`src/tmr_defines.svh`:
```
`ifndef TMR_DEFINES_SVH
`define TMR_DEFINES_SVH
// register byte addresses
`define TMR_ADDR_COUNT 4'h0
`define TMR_ADDR_COMPARE 4'h4
`define TMR_ADDR_CTRL 4'h8
`define TMR_ADDR_FLAG 4'hC
// second bank selected by address bit 4
`define TMR_ADDR_MASK 5'h10
`define TMR_ADDR_FORCE 5'h14
// field positions
`define TMR_FLAG_OVF 0
`define TMR_FLAG_CMP 1
// control: [2:0] clock select, [4:3] mode, [6:5] output action
`define TMR_CTRL_CS_LSB 0
`define TMR_CTRL_WGM_LSB 3
`define TMR_CTRL_COM_LSB 5
// limits
`define TMR_BOTTOM 8'h00
`define TMR_MAX 8'hFF
`define TMR_RESET_BYTE 8'h00
`endif

```
`src/tmr_pkg.sv`:
```
`default_nettype none
package tmr_pkg;
  // clock select codes
  typedef enum logic [2:0] {
    TMR_CS_STOP = 3'h0,
    TMR_CS_DIV1 = 3'h1,
    TMR_CS_DIV8 = 3'h2,
    TMR_CS_DIV64 = 3'h3,
    TMR_CS_DIV256 = 3'h4,
    TMR_CS_DIV1024 = 3'h5,
    TMR_CS_EXT_FALL = 3'h6,
    TMR_CS_EXT_RISE = 3'h7
  } tmr_cs_t;
  // operating modes
  typedef enum logic [1:0] {
    TMR_WGM_NORMAL = 2'h0,
    TMR_WGM_PCPWM = 2'h1,
    TMR_WGM_CTC = 2'h2,
    TMR_WGM_FAST = 2'h3
  } tmr_wgm_t;
  // control register fields
  typedef struct packed {
    logic unused;
    logic [1:0] com;
    tmr_wgm_t wgm;
    tmr_cs_t cs;
  } tmr_ctrl_t;
  // sticky event flags
  typedef struct packed {
    logic cmp;
    logic ovf;
  } tmr_flags_t;
endpackage
`default_nettype wire

```
`src/tmr_core.sv`:
```
`include "tmr_defines.svh"
`default_nettype none
module tmr_core #(
  parameter int PRESCALE_W = 10 // prescaler width
) (
  input wire logic clk_i, // system clock
  input wire logic rst_i, // synchronous reset, active high
  input wire logic wb_cyc_i, // wishbone cycle
  input wire logic wb_stb_i, // wishbone strobe
  input wire logic wb_we_i, // wishbone write
  input wire logic [4:0] wb_adr_i, // byte address
  input wire logic [3:0] wb_sel_i, // byte lanes
  input wire logic [31:0] wb_dat_i, // write data
  output logic [31:0] wb_dat_o, // read data
  output logic wb_ack_o, // acknowledge
  output logic wb_err_o, // unmapped access
  input wire logic ext_count_pin_i, // external count pin
  input wire logic cmp_irq_ack_i, // compare interrupt serviced
  input wire logic ovf_irq_ack_i, // overflow interrupt serviced
  output logic compare_out_pin_o, // waveform output
  output logic cmp_irq_o, // masked compare request
  output logic ovf_irq_o, // masked overflow request
  output logic bottom_o, // counter at zero
  output logic max_o // counter at 0xFF
);
  logic [7:0] counter_value_q;
  logic [7:0] compare_value_q; // compare actually used
  logic [7:0] compare_buf_q; // software copy
  tmr_pkg::tmr_ctrl_t ctrl_q;
  tmr_pkg::tmr_flags_t flags_q;
  tmr_pkg::tmr_flags_t mask_q;
  logic [PRESCALE_W-1:0] presc_q;
  logic [PRESCALE_W-1:0] presc_d;
  logic [2:0] ext_sync_q; // two sync stages plus edge history
  logic tick;
  logic down_q;
  logic block_q;
  logic match;
  logic wave_q;
  logic [7:0] top;
  logic pwm_mode;
  logic bus_req;
  logic wr;
  logic wr_count;
  logic wr_flag;
  logic wr_force;
  logic mapped;

  assign bus_req = wb_cyc_i && wb_stb_i && !wb_ack_o && !wb_err_o;
  assign mapped = (wb_adr_i[1:0] == 2'h0) && (wb_adr_i <= `TMR_ADDR_FORCE);
  assign wr = bus_req && mapped && wb_we_i && wb_sel_i[0];
  assign wr_count = wr && (wb_adr_i == {1'b0, `TMR_ADDR_COUNT});
  assign wr_flag = wr && (wb_adr_i == {1'b0, `TMR_ADDR_FLAG});
  assign wr_force = wr && (wb_adr_i == `TMR_ADDR_FORCE);
  assign pwm_mode = ctrl_q.wgm inside {tmr_pkg::TMR_WGM_PCPWM, tmr_pkg::TMR_WGM_FAST};
  // top follows compare only in clear-on-match mode
  assign top = (ctrl_q.wgm == tmr_pkg::TMR_WGM_CTC) ? compare_value_q : `TMR_MAX;
  // continuous comparator, independent of software
  assign match = (counter_value_q == compare_value_q);

  // free-running prescaler
  assign presc_d = presc_q + {{(PRESCALE_W-1){1'b0}}, 1'b1};
  always_ff @(posedge clk_i) begin
    if (rst_i) begin
      presc_q <= '0;
    end else begin
      presc_q <= presc_d;
    end
  end

  // pin passes two flops before the edge detector looks at it
  always_ff @(posedge clk_i) begin
    if (rst_i) begin
      ext_sync_q <= 3'h0;
    end else begin
      ext_sync_q <= {ext_sync_q[1:0], ext_count_pin_i};
    end
  end

  // tick source and edge selection; a tick is a one-cycle enable
  always_comb begin
    unique case (ctrl_q.cs)
      tmr_pkg::TMR_CS_STOP: tick = 1'b0;
      tmr_pkg::TMR_CS_DIV1: tick = 1'b1;
      tmr_pkg::TMR_CS_DIV8: tick = (presc_q[2:0] == 3'h7);
      tmr_pkg::TMR_CS_DIV64: tick = (presc_q[5:0] == 6'h3F);
      tmr_pkg::TMR_CS_DIV256: tick = (presc_q[7:0] == 8'hFF);
      tmr_pkg::TMR_CS_DIV1024: tick = (presc_q == '1);
      tmr_pkg::TMR_CS_EXT_FALL: tick = ext_sync_q[2] && !ext_sync_q[1];
      tmr_pkg::TMR_CS_EXT_RISE: tick = !ext_sync_q[2] && ext_sync_q[1];
    endcase
  end

  // counter: cpu write wins over count and clear
  always_ff @(posedge clk_i) begin
    if (rst_i) begin
      counter_value_q <= `TMR_RESET_BYTE;
      down_q <= 1'b0;
    end else if (wr_count) begin
      counter_value_q <= wb_dat_i[7:0];
    end else if (tick) begin
      if (ctrl_q.wgm == tmr_pkg::TMR_WGM_PCPWM) begin
        // phase correct: up to max, then down to bottom
        if (!down_q && counter_value_q == `TMR_MAX) begin
          down_q <= 1'b1;
          counter_value_q <= counter_value_q - 8'h01;
        end else if (down_q && counter_value_q == `TMR_BOTTOM) begin
          down_q <= 1'b0;
          counter_value_q <= counter_value_q + 8'h01;
        end else if (down_q) begin
          counter_value_q <= counter_value_q - 8'h01;
        end else begin
          counter_value_q <= counter_value_q + 8'h01;
        end
      end else if (counter_value_q == top) begin
        counter_value_q <= `TMR_BOTTOM;
        down_q <= 1'b0;
      end else begin
        counter_value_q <= counter_value_q + 8'h01;
        down_q <= 1'b0;
      end
    end
  end

  // a counter write blocks the match seen at the following tick
  always_ff @(posedge clk_i) begin
    if (rst_i) begin
      block_q <= 1'b0;
    end else if (wr_count) begin
      block_q <= 1'b1;
    end else if (tick) begin
      block_q <= 1'b0;
    end
  end

  // compare buffer: pwm updates only at max so pulses stay whole
  always_ff @(posedge clk_i) begin
    if (rst_i) begin
      compare_buf_q <= `TMR_RESET_BYTE;
      compare_value_q <= `TMR_RESET_BYTE;
    end else begin
      if (wr && wb_adr_i == {1'b0, `TMR_ADDR_COMPARE}) begin
        compare_buf_q <= wb_dat_i[7:0];
        if (!pwm_mode) begin
          compare_value_q <= wb_dat_i[7:0];
        end
      end
      if (pwm_mode && tick && (counter_value_q == `TMR_MAX)) begin
        compare_value_q <= compare_buf_q;
      end
    end
  end

  // sticky flags: hardware set beats the clear in the same cycle
  always_ff @(posedge clk_i) begin
    if (rst_i) begin
      flags_q <= '0;
    end else begin
      if (tick && match && !block_q && !wr_count) begin
        flags_q.cmp <= 1'b1;
      end else if ((wr_flag && wb_dat_i[`TMR_FLAG_CMP]) || cmp_irq_ack_i) begin
        flags_q.cmp <= 1'b0;
      end
      if (tick && !wr_count && ((ctrl_q.wgm == tmr_pkg::TMR_WGM_PCPWM) ?
          (down_q && counter_value_q == `TMR_BOTTOM) : (counter_value_q == top))) begin
        flags_q.ovf <= 1'b1;
      end else if ((wr_flag && wb_dat_i[`TMR_FLAG_OVF]) || ovf_irq_ack_i) begin
        flags_q.ovf <= 1'b0;
      end
    end
  end

  // waveform generator; force only acts outside pwm modes
  always_ff @(posedge clk_i) begin
    if (rst_i) begin
      wave_q <= 1'b0;
    end else if ((tick && match && !block_q && !wr_count) || (wr_force && !pwm_mode)) begin
      unique case (ctrl_q.com)
        2'h0: wave_q <= wave_q;
        2'h1: wave_q <= !wave_q;
        2'h2: wave_q <= down_q;
        2'h3: wave_q <= !down_q;
      endcase
    end else if (pwm_mode && ctrl_q.com[1] && tick && counter_value_q == `TMR_MAX &&
                 ctrl_q.wgm == tmr_pkg::TMR_WGM_FAST) begin
      wave_q <= !ctrl_q.com[0];
    end
  end

  // control and mask registers
  always_ff @(posedge clk_i) begin
    if (rst_i) begin
      ctrl_q <= '0;
      mask_q <= '0;
    end else begin
      if (wr && wb_adr_i == {1'b0, `TMR_ADDR_CTRL}) begin
        ctrl_q <= wb_dat_i[7:0];
      end
      if (wr && wb_adr_i == `TMR_ADDR_MASK) begin
        mask_q <= wb_dat_i[1:0];
      end
    end
  end

  // bus answer one cycle after request; outputs all from flops
  always_ff @(posedge clk_i) begin
    if (rst_i) begin
      wb_ack_o <= 1'b0;
      wb_err_o <= 1'b0;
      wb_dat_o <= 32'h0000_0000;
    end else begin
      wb_ack_o <= bus_req && mapped;
      wb_err_o <= bus_req && !mapped;
      wb_dat_o <= 32'h0000_0000;
      if (bus_req && mapped && !wb_we_i) begin
        unique case (wb_adr_i)
          {1'b0, `TMR_ADDR_COUNT}: wb_dat_o[7:0] <= counter_value_q;
          {1'b0, `TMR_ADDR_COMPARE}: wb_dat_o[7:0] <= compare_buf_q;
          {1'b0, `TMR_ADDR_CTRL}: wb_dat_o[7:0] <= ctrl_q;
          {1'b0, `TMR_ADDR_FLAG}: wb_dat_o[1:0] <= flags_q;
          `TMR_ADDR_MASK: wb_dat_o[1:0] <= mask_q;
          default: wb_dat_o <= 32'h0000_0000;
        endcase
      end
    end
  end

  // registered outputs
  always_ff @(posedge clk_i) begin
    if (rst_i) begin
      compare_out_pin_o <= 1'b0;
      cmp_irq_o <= 1'b0;
      ovf_irq_o <= 1'b0;
      bottom_o <= 1'b0;
      max_o <= 1'b0;
    end else begin
      compare_out_pin_o <= wave_q;
      cmp_irq_o <= flags_q.cmp && mask_q.cmp && !cmp_irq_ack_i;
      ovf_irq_o <= flags_q.ovf && mask_q.ovf && !ovf_irq_ack_i;
      bottom_o <= (counter_value_q == `TMR_BOTTOM);
      max_o <= (counter_value_q == `TMR_MAX);
    end
  end
endmodule
`default_nettype wire

```
`config.mk`:
```
export PLATFORM = sky130hd
export DESIGN_NAME = tmr_core
export DESIGN_NICKNAME = d
export VERILOG_FILES = /design/src/tmr_pkg.sv /design/src/tmr_core.sv
export VERILOG_INCLUDE_DIRS = /design/src
export SDC_FILE = /design/constraint.sdc
export NUM_CORES = 1
export LEC_CHECK = 0
export ABC_AREA = 1
export BUFFER_PORTS_ARGS = -buffer_cell sky130_fd_sc_hd__buf_2
export CAP_MARGIN = 20
export CORE_ASPECT_RATIO = 1.25
export CORE_MARGIN = 5
export CORE_UTILIZATION = 55
export DETAILED_ROUTE_END_ITERATION = 10
export GPL_ROUTABILITY_DRIVEN = 1
export GPL_TIMING_DRIVEN = 0
export PLACE_DENSITY = 0.82
export SYNTH_ARGS = -nofsm -noshare
export SYNTH_HDL_FRONTEND = slang
export SYNTH_SLANG_ARGS = --single-unit
export TNS_END_PERCENT = 10
```
`constraint.sdc`:
```
create_clock -name clk_i -period 2.06 [get_ports clk_i]
set_input_delay 0.618 -clock clk_i [delete_from_list [all_inputs] [get_ports clk_i]]
set_output_delay 0.618 -clock clk_i [all_outputs]
set_load 0.1 [all_outputs]
```
; ---- Word level (Yosys, flattened, before mapping)
; Cells that the tools add are included.
[totals]
inputBits = 49
elab_cells = 155
regBits = 91
out_inout_bits = 39
[classes]
n_bitwise = 2
reduce_logical = 69
n_addsub = 3
n_mux = 27
magnitude_cmp = 1
n_eq_ne = 28
[ops]
columns = op, count
row1 = 2-to-1 mux 8 bit, 11
row2 = logical AND 1 bit, 37
row3 = case mux 6 bit (3 select lines), 1
row4 = == test 8 bit, 2
row5 = == test 8 bit (second input constant), 2
row6 = == test 3 bit (second input constant), 5
row7 = zero test 1 bit, 14
row8 = 2-to-1 mux 1 bit, 12
row9 = nonzero test 2 bit, 6
row10 = adder 10 x 1 -> 10 bit (second input constant), 1
row11 = == test 10 bit (second input constant), 1
row12 = == test 5 x 4 -> 1 bit (second input constant), 2
row13 = == test 5 bit (second input constant), 2
row14 = case mux 2 bit (5 select lines), 1
row15 = adder 8 x 1 -> 8 bit (second input constant), 1
row16 = == test 2 bit (second input constant), 4
row17 = zero test 8 bit, 1
row18 = case mux 1 bit (8 select lines), 1
row19 = subtractor 8 x 1 -> 8 bit (second input constant), 1
row20 = == test 3 x 2 -> 1 bit (second input constant), 2
row21 = == test 6 bit (second input constant), 1
row22 = == test 5 x 3 -> 1 bit (second input constant), 1
row23 = less-or-equal comparator 5 bit (second input constant), 1
row24 = zero test 5 bit, 1
row25 = other kinds (13), 19

; ---- Longest topological paths before layout
; Gate-level depths: netlist (run 1).
[depth]
word_depth = 12
mapped_depth = 14
ltp_nobuf = 14

; ---- Least setup slack after synthesis (run 1)
; Ideal clock, no wire load.
[synth_path]
path_type = register to register
startpoint = register wb_ack_o
endpoint = register ctrl_q[3] (netlist name)
t_arrival_ns = 1.796
setup_ns = 0.122
synth_period_minus_slack_ns = 1.918
t_required_ns = 1.938
path_stages_with_launch = 10
path_buffers = 1
slack_ns = 0.142
path_cell_list = dfxtp_1 nor3_2 nand2_4 nor2_4 nand2_2 nor2_2 inv_2 buf_2 o21ai_1 a21oi_1
[synth_between]
elab_chain_cells = 7
[synth_lines]
columns = element, line
row1 = from (decl), tmr_core.sv:15  ; output logic wb_ack_o,
row2 = from (signal assigned), tmr_core.sv:212  ; wb_ack_o <= bus_req && mapped;
row3 = zero test 1 bit, tmr_core.sv:49  ; assign bus_req = wb_cyc_i && wb_stb_i && !wb_ack_o && !wb_err_o;
row4 = logical AND 1 bit (2 in a row), tmr_core.sv:49
row5 = logical AND 1 bit (3 in a row), tmr_core.sv:51  ; assign wr = bus_req && mapped && wb_we_i && wb_sel_i[0];
row6 = logical AND 1 bit, tmr_core.sv:196  ; if (wr && wb_adr_i == {1'b0, `TMR_ADDR_CTRL}) begin
row7 = to (signal assigned), tmr_core.sv:197  ; ctrl_q <= wb_dat_i[7:0];
row8 = to (decl), tmr_core.sv:29  ; tmr_pkg::tmr_ctrl_t ctrl_q;
; Every way passes these cells.
; A chain may end at the register's enable or synchronous reset.

; ---- Worst setup path in the final report (run 1)
[layout_path]
startpoint = register presc_q[0]
endpoint = register compare_value_q[5]
[layout_between]
elab_chain_cells = 6
elab_cells_between_ends = 11
classes_between = eq/ne (5) / mux (2) / reduce/logical (4)
[layout_lines]
columns = element, line
row1 = from (decl), tmr_core.sv:32  ; logic [PRESCALE_W-1:0] presc_q;
row2 = from (signal assigned), tmr_core.sv:67  ; presc_q <= presc_d;
row3 = "== test 10 bit, or another cell as far along", tmr_core.sv:88  ; tmr_pkg::TMR_CS_DIV1024: tick = (presc_q == '1);
row4 = case mux 1 bit (8 select lines) (*), tmr_core.sv:82  ; unique case (ctrl_q.cs)
row5 = logical AND 1 bit (*) (2 in a row), tmr_core.sv:148  ; if (pwm_mode && tick && (counter_value_q == `TMR_MAX)) begin
row6 = != test 2 x 1 -> 1 bit (no line) or nonzero test 2 bit (tied branches), n/a
row7 = AND reduction 2 bit (no line), n/a
row8 = to (signal assigned), tmr_core.sv:140  ; compare_value_q <= `TMR_RESET_BYTE;
row9 = to (signal assigned), tmr_core.sv:145  ; compare_value_q <= wb_dat_i[7:0];
row10 = to (signal assigned), tmr_core.sv:149  ; compare_value_q <= compare_buf_q;
row11 = to (decl), tmr_core.sv:27  ; logic [7:0] compare_value_q;
; Mark *: on every way between the ends. The rest lies on a longest branch, timed or not.

==> parameters.txt, run 1 <==
Parameter                              Value

Placed design
  Buffers added on ports ... 35
  Final weighted congestion of routability-driven global placement ... 0.9345
  Post-placement cell count ... 753
  Placement-stage worst setup slack ... -0.09336 ns
  Final HPWL from detailed placement ... 8564 microns

Floorplan
  Width of the chip ... 86.76 microns
  Core area ... 7269 sq um
  Cell row count ... 35
  Initial standard-cell utilization of the core ... 0.5571
  Number of top-level pins ... 88
  Chip height ... 105.9 microns
  Overall die area ... 9191 sq um

Setup path
  Arrival time of the worst setup path ... 2.20 ns
  FF-to-FF path depth ... 12
  Worst-path cell chain ... ha_1, nand2_1, nor2_2, nand2_1, nand2_1, nand2_2, nand2_1, nand3_1, inv_2, buf_6, o21ai_1, a21oi_1
  Required @ worst endpoint ... 2.35 ns
  Peak per-stage delay on the critical path ... 0.36 ns
  WS Path Type ... register to register
  Category of the worst setup path launch point ... register
  Largest driver fanout on the critical path ... 10
  Buffering stage count on the worst path with inverters included ... 2
  Endpoint class of the critical path ... register
  Endpoint of the lowest-slack register-to-register path ... compare_value_q[5]
  Slack of the worst reg-to-reg path ... 0.15 ns
  Critical path's slowest cell ... sky130_fd_sc_hd__dfxtp_1
  Origin of the critical flop-to-flop path ... presc_q[0]
  First element of the critical path ... presc_q[0]
  Crit-path leading delay family ... simple AND/OR/NAND/NOR gates
  Most prevalent standard cell on the critical path ... sky130_fd_sc_hd__nand2_1

STA
  Final setup vio count ... 0
  PnR worst setup slack ... 0.1545 ns
  Clock skew after layout ... 0.008898 ns
  Worst slew margin ... 0.6270
  Final worst-path cycle share ... 0.9250
  Final critical path time including I/O delays and setup ... 1.906 ns
  Unrepaired setup endpoints after global routing ... false
  Final Hold Viols ... 0
  Worst-Margin Slew ... 0.5595 ns
  Post-Route Hold Slack ... 0.4104 ns
  Achievable clock frequency ... 0.5248 GHz
  Slew Limit Fails ... 0

Final layout
  Number of antenna repair diodes ... 0
  Proportion of layout cells with a drive suffix above 1 ... 0.1935
  Utilization after layout ... 0.6413
  Final nets ... 726
  Area grow syn2layout ... 15.11%
  Final standard cell count with taps included and fillers excluded ... 769

Clock tree
  # Post-CTS Setup Buffers ... 0
  Clock Pin Slew Worst Setup and Hold Paths ... 0.08 ns
  Number of clock sinks ... 67
  Number of CTS-inserted buffers ... 9
  CTS tree ... yes
  Clock latency reported for the late side of the worst-skew pair ... 0.35 ns
  Root buffer cell ... sky130_fd_sc_hd__clkbuf_8
  Count of H-tree levels built during CTS ... 3
  Clock buffer depth ... 2

Logic synthesis
  EDFF count, synth ... 0
  Cells after synthesis ... 603
  Most instantiated flip-flop cell in the synthesis netlist ... sky130_fd_sc_hd__dfxtp_1
  Largest cells by area after synthesis ... sky130_fd_sc_hd__dfxtp_1 (33%), sky130_fd_sc_hd__nand2_1 (12%), sky130_fd_sc_hd__inv_1 (6.5%), sky130_fd_sc_hd__a21oi_1 (6.1%), sky130_fd_sc_hd__buf_4 (5.4%)
  Synthesized cell area ... 4050 sq um
  Cell taking the most area after synthesis ... sky130_fd_sc_hd__dfxtp_1
  FFs w/ async S/R, synth ... 0
  Synthesized area divided by synthesized cell count ... 6.717 sq um
  Sequential area share after synthesis ... 0.3312
  Area fraction of the dominant cell type after synthesis ... 0.3312
  Synthesis Warnings ... 0
  Number of synthesized register bits ... 67
  Post-synth cell types ... 39

Hold path
  Worst Hold Path EP ... ext_sync_q[1]
  Hold/Removal Path Class ... register to register
  Hold_sp ... ext_sync_q[0]
  Worst hold stages ... 2

Power
  Largest vdd supply drop ... 0.5153 mV
  PD cells ... 627.6 nW/um^2
  Leakage power ... 2.153 nW

Global routing
  Pin count of the biggest net entering global routing ... 13
  Vias in the first global route ... 4,015
  Wire length of the first global-routing pass ... 18,860 microns
  Total grt overflow ... 0
  Initial antenna violation count ... 0
  GRT Overall Usage ... 0.2617

Drt
  Wirelength, routed ... 11,260 microns
  Remaining DRCs ... 0
  Detailed Route Iter0 Violations ... 348
  Remaining antenna violation count ... 0
  Total number of vias ... 4,070
  Average via count per standard cell ... 5.293
  Routed len/inst ... 14.65 microns
  Length of the first detailed-routing pass in iterations ... 5

Outcome
  Run status ... finished clean

Run
  Max-cap violations ... 0
-- tightest hold or removal path, cell delays in order (launching register included) --
cell and delay, ns:
sky130_fd_sc_hd__dfxtp_1 0.30, sky130_fd_sc_hd__inv_1 0.05, sky130_fd_sc_hd__nor2_1 0.03
-- worst max path at each step --
stage / endpoint / slack, ns / cells past startpoint
final: compare_value_q[5] / 0.15 / 12
after global routing: compare_value_q[6] / 0.004 / 12
after CTS: compare_value_q[5] / 0.03 / 10
after detailed placement: flags_q[0] / -0.09 / 10
after global placement: compare_value_q[5] / -0.05 / 10
after floorplan: ctrl_q[3] / 0.14 / 9
-- synthesized netlist by cell type, types with 5 or more instances --
library cell,instances
sky130_fd_sc_hd__buf_6,5
sky130_fd_sc_hd__dfxtp_1,67
sky130_fd_sc_hd__xor2_1,10
sky130_fd_sc_hd__nor2_1,58
sky130_fd_sc_hd__buf_4,29
sky130_fd_sc_hd__o21ai_0,35
sky130_fd_sc_hd__nand2_1,133
sky130_fd_sc_hd__a31oi_1,5
sky130_fd_sc_hd__nand3_1,40
sky130_fd_sc_hd__inv_2,13
sky130_fd_sc_hd__o21ai_1,24
sky130_fd_sc_hd__nor2_4,6
sky130_fd_sc_hd__inv_1,70
sky130_fd_sc_hd__nand4_1,5
sky130_fd_sc_hd__ha_1,5
sky130_fd_sc_hd__a21oi_1,49
-- logic make-up after synthesis --
logic type | Yosys count | synth area share
buf+inv | 124 | 0.1523
xor+xnor | 11 | 0.02379
compound gates | 125 | 0.1668
other cells | 1 | 0.0009259
simple gates | 270 | 0.3095
flops | 67 | 0.3312
fa+ha+maj | 5 | 0.01545
-- layout by cell type (no fill, tap or decap), drive strengths merged, types with 5 or more instances in the layout --
cell type,instances
a21oi,50
a31oi,5
buf,71
clkbuf,13
conb,24
dfxtp,67
ha,5
inv,83
nand2,141
nand3,45
nand4,5
nor2,66
nor3,7
o21ai,59
xor2,10
-- routing by layer --
layer | GRT usage | share of wire | wire [microns]
met4 | 0.1292 | 0.052 | 585
met1 | 0.2922 | 0.39 | 4395
met2 | 0.4612 | 0.49 | 5548
met5 | 0 | 0 | 0
met3 | 0.05581 | 0.065 | 734
-- area by class of cell --
cell class | instances | area (sq um)
fill | 681 | 2608
multi-input combinational | 435 | 2181
sequential | 67 | 1344
inverter | 85 | 321.6
buffer | 39 | 299.0
timing repair buffer | 35 | 175.2
clock buffer | 10 | 137.6
tap | 92 | 115.1
clock inverter | 6 | 88.84
-- power by group --
part           leakage [nW]  switching, mW  internal, mW
sequential            0.542        0.00592          1.30
combinational          1.50          0.297        0.0740
clock                 0.108          0.531         0.714
-- flip-flops by register name, indices dropped and copies added (netlist names), 2 cells and up --
signal and flops:
counter_value_q 8, compare_value_q 8, compare_buf_q 8, ext_sync_q 3, presc_q 10, flags_q 2
wb_dat_o 8, mask_q 2, ctrl_q 8
-- through the flow --
step	total power [mW]	TNS (ns)	cell area (sq um)
final	2.926	0	4662
after global routing	3.028	0	4662
after CTS	2.937	0	4653
after detailed placement	1.706	-0.9355	4427
after global placement	1.704	-0.4002	4427
after floorplan	1.649	0	4136
-- timing repair --
item | in CTS | in global routing
endpoints found under the hold margin | 0 | 0
setup endpoints to repair | 0 | 8
hold buffers | 0 | 0
gates resized for setup | 0 | 4
(Power assumes the default switching activity.)
==> run 2, diff against run 1 <==
- CORE_ASPECT_RATIO: 1.25 -> 1.4
- CORE_MARGIN: 5 -> 2
- GPL_ROUTABILITY_DRIVEN: 1 -> 0
==> run 2 against run 1 <==
  * Clock skew up 0.0027 ns
  * Global-route usage up 2.9 points
  * Non-clock buffer count unchanged
  * First-iteration DRC count down 27%
  * Critical path depth down 1
  * Wire length down 0.86%
  * Final area about the same
  * Core utilization about the same
  * Largest power group unchanged
==> parameters.txt, run 2 (same netlist as run 1, synthesis figures left out) <==
Parameter                              Value

Drt
  Wirelength, routed ... 11,170 microns (was 11,260 microns)
  Routed len/inst ... 14.43 microns (was 14.65 microns)
  Remaining antenna violation count ... 0 (unchanged)
  Total number of vias ... 4,183 (was 4,070)
  Length of the first detailed-routing pass in iterations ... 5 (unchanged)
  Remaining DRCs ... 0 (unchanged)
  Detailed Route Iter0 Violations ... 254 (was 348)
  Average via count per standard cell ... 5.404 (was 5.293)

Global routing
  Wire length of the first global-routing pass ... 18,570 microns (was 18,860 microns)
  Initial antenna violation count ... 0 (unchanged)
  Vias in the first global route ... 4,092 (was 4,015)
  Pin count of the biggest net entering global routing ... 12 (was 13)
  GRT Overall Usage ... 0.2909 (was 0.2617)
  Total grt overflow ... 0 (unchanged)

Final layout
  Multi-input combinational cell area ... 2178 sq um (was 2181 sq um)
  Utilization after layout ... 0.6416 (was 0.6413)
  Largest register FFs ... 10 (unchanged)
  Area grow syn2layout ... 15.14% (was 15.11%)
  Proportion of layout cells with a drive suffix above 1 ... 0.1905 (was 0.1935)
  Final standard cell count with taps included and fillers excluded ... 774 (was 769)
  Number of antenna repair diodes ... 0 (unchanged)
  Commonest cells after routing, fill and taps aside ... sky130_fd_sc_hd__nand2_1 (133), sky130_fd_sc_hd__inv_1 (70), sky130_fd_sc_hd__dfxtp_1 (65) (unchanged)
  Commonest non-fill, non-tap cell in the layout ... sky130_fd_sc_hd__nand2_1 (unchanged)
  Sequential cell area ... 1344 sq um (unchanged)
  Final nets ... 726 (unchanged)
  Most flops, register ... presc_q (unchanged)
  Count of filler cells inserted in the layout ... 654 (was 681)

Clock tree
  Clock latency reported for the late side of the worst-skew pair ... 0.36 ns (was 0.35 ns)
  Clock Pin Slew Worst Setup and Hold Paths ... 0.07 ns (was 0.08 ns)
  Number of clock sinks ... 67 (unchanged)
  Root buffer cell ... sky130_fd_sc_hd__clkbuf_8 (unchanged)
  # Post-CTS Setup Buffers ... 0 (unchanged)
  Count of H-tree levels built during CTS ... 3 (unchanged)
  Clock buffer depth ... 2 (unchanged)
  CTS tree ... yes (unchanged)
  Number of CTS-inserted buffers ... 9 (unchanged)

Setup path
  FF-to-FF path depth ... 11 (was 12)
  Required @ worst endpoint ... 2.31 ns (was 2.35 ns)
  Endpoint class of the critical path ... register (unchanged)
  Largest driver fanout on the critical path ... 8 (was 10)
  Category of the worst setup path launch point ... register (unchanged)
  Worst path depth ... 11 (was 12)
  Worst-path cell chain ... inv_2, nand2_1, nor2_1, nand4_1, nand2_1, nand2_4, nand2_4, or2_0, nand2_1, a21oi_1, nor2_1 (was ha_1, nand2_1, nor2_2, nand2_1, nand2_1, nand2_2, nand2_1, nand3_1, inv_2, buf_6, o21ai_1, a21oi_1)
  Critical path's slowest cell ... sky130_fd_sc_hd__dfxtp_1 (unchanged)
  Crit-path leading delay family ... simple AND/OR/NAND/NOR gates (unchanged)
  Arrival time of the worst setup path ... 2.17 ns (was 2.20 ns)
  Buffering stage count on the worst path with inverters included ... 1 (was 2)
  Peak per-stage delay on the critical path ... 0.40 ns (was 0.36 ns)
  WS Path Type ... register to register (unchanged)
  Most prevalent standard cell on the critical path ... sky130_fd_sc_hd__nand2_1 (unchanged)

Run
  Max-cap violations ... 0 (unchanged)

Power
  Internal Dissipation ... 2.124 mW (was 2.092 mW)
  Combinational fraction of design power ... 0.127 (about the same)
  Switching power summed over all nets ... 813.5 uW (was 834.3 uW)
  Sequential cell fraction of total power ... 0.446 (was 0.448)
  Largest vdd supply drop ... 0.5849 mV (was 0.5153 mV)
  Clock share of power ... 0.427 (was 0.426)
  Switching part of the total ... 0.2769 (was 0.2851)
  Leakage power ... 2.157 nW (was 2.153 nW)
  PD cells ... 630.0 nW/um^2 (was 627.6 nW/um^2)

Outcome
  Run status ... finished clean (unchanged)

STA
  Final critical path time including I/O delays and setup ... 1.919 ns (was 1.906 ns)
  Final setup vio count ... 0 (unchanged)
  Achievable clock frequency ... 0.5210 GHz (was 0.5248 GHz)
  Worst-Margin Slew ... 0.6076 ns (was 0.5595 ns)
  Final Hold Viols ... 0 (unchanged)
  Final worst-path cycle share ... 0.9318 (was 0.9250)
  Worst slew margin ... 0.5949 (was 0.6270)
  Unrepaired setup endpoints after global routing ... false (unchanged)
  Slew Limit Fails ... 0 (unchanged)
  Clock skew after layout ... 0.01164 ns (was 0.008898 ns)
  Post-Route Hold Slack ... 0.4163 ns (was 0.4104 ns)

Floorplan
  Chip height ... 105.5 microns (was 105.9 microns)
  Number of top-level pins ... 88 (unchanged)
  Width of the chip ... 76.53 microns (was 86.76 microns)
  Core area ... 7268 sq um (was 7269 sq um)
  Cell row count ... 37 (was 35)
  Overall die area ... 8076 sq um (was 9191 sq um)
  Initial standard-cell utilization of the core ... 0.5572 (was 0.5571)

Hold path
  Hold/Removal Path Class ... register to register (unchanged)
  Worst hold stages ... 2 (unchanged)

Placed design
  Buffers added on ports ... 35 (unchanged)
  Final HPWL from detailed placement ... 8521 microns (was 8564 microns)
  Post-placement cell count ... 758 (was 753)
-- run 2: changes by cell type in the layout (fill, tap and decap cells not counted) --
| cell | previous run | this run |
|---|---|---|
| sky130_fd_sc_hd__nor2_1 | 57 | 58 |
| sky130_fd_sc_hd__buf_6 | 6 | 5 |
| sky130_fd_sc_hd__clkinv_4 | 1 | 0 |
| sky130_fd_sc_hd__clkinvlp_4 | 2 | 1 |
| sky130_fd_sc_hd__clkbuf_8 | 10 | 11 |
| sky130_fd_sc_hd__buf_4 | 28 | 29 |
| sky130_fd_sc_hd__nor2_2 | 3 | 2 |
| sky130_fd_sc_hd__clkbuf_1 | 3 | 4 |
-- run 2: routing by layer --
| metal | routed length, microns | GRT usage |
|---|---|---|
| met1 | 4053 | 0.2977 |
| met3 | 842 | 0.06507 |
| met5 | 0 | 0 |
| met2 | 5344 | 0.4937 |
| met4 | 927 | 0.2571 |
-- run 2: timing repair --
item,in CTS,in global routing
resized for setup,0,2
endpoints found under the hold margin,0,0
hold buffers,0,0
setup endpoints to repair,0,8
-- run 2: power groups by stage --
stage / clock network, mW / registers, mW / logic [mW]
floorplan: 0 / 1.35 / 0.294
global placement: 0 / 1.34 / 0.366
detailed placement: 0 / 1.34 / 0.369
CTS: 1.26 / 1.31 / 0.370
global route: 1.29 / 1.31 / 0.393
finish: 1.25 / 1.31 / 0.374
-- run 2: worst reg2reg max path, delay by kind of cell (launching register included) --
kind | cells | cell delay, ns
compound gates | 1 | 0.16
simple gates | 9 | 1.04
buf+inv | 1 | 0.21
flops | 1 | 0.40
-- run 2: final cells by class --
| cell class | instances | share of cell area |
|---|---|---|
| multi-input cells | 435 | 0.4671 |
| flip-flops and latches | 67 | 0.2882 |
| inverters | 85 | 0.06896 |
| plain buffers | 39 | 0.06332 |
| repair buffers | 35 | 0.03756 |
| clock buffers | 12 | 0.03327 |
| well taps | 97 | 0.02603 |
| clock inverters | 4 | 0.01556 |
-- run 2: path summary, 6_finish.rpt --
kind,startpoint,to,slack (ns)
worst min register to register,ext_sync_q[0],ext_sync_q[1],0.42
worst max-delay path,counter_value_q[3],counter_value_q[2],0.14
worst min-delay path,ext_sync_q[0],ext_sync_q[1],0.42
worst max register to register,counter_value_q[3],counter_value_q[2],0.14
-- run 2: per-stage QoR --
stage / worst slack [ns] / power [mW] / cell area, sq um / setup TNS (ns)
2_1_floorplan: 0.1421 / 1.649 / 4136 / 0
3_3_place_gp: -0.03556 / 1.706 / 4433 / -0.1453
3_5_place_dp: -0.07936 / 1.709 / 4433 / -0.8038
5_1_grt: 0.01468 / 2.998 / 4663 / 0
4_1_cts: 0.04881 / 2.936 / 4661 / 0
6_report: 0.1406 / 2.938 / 4663 / 0
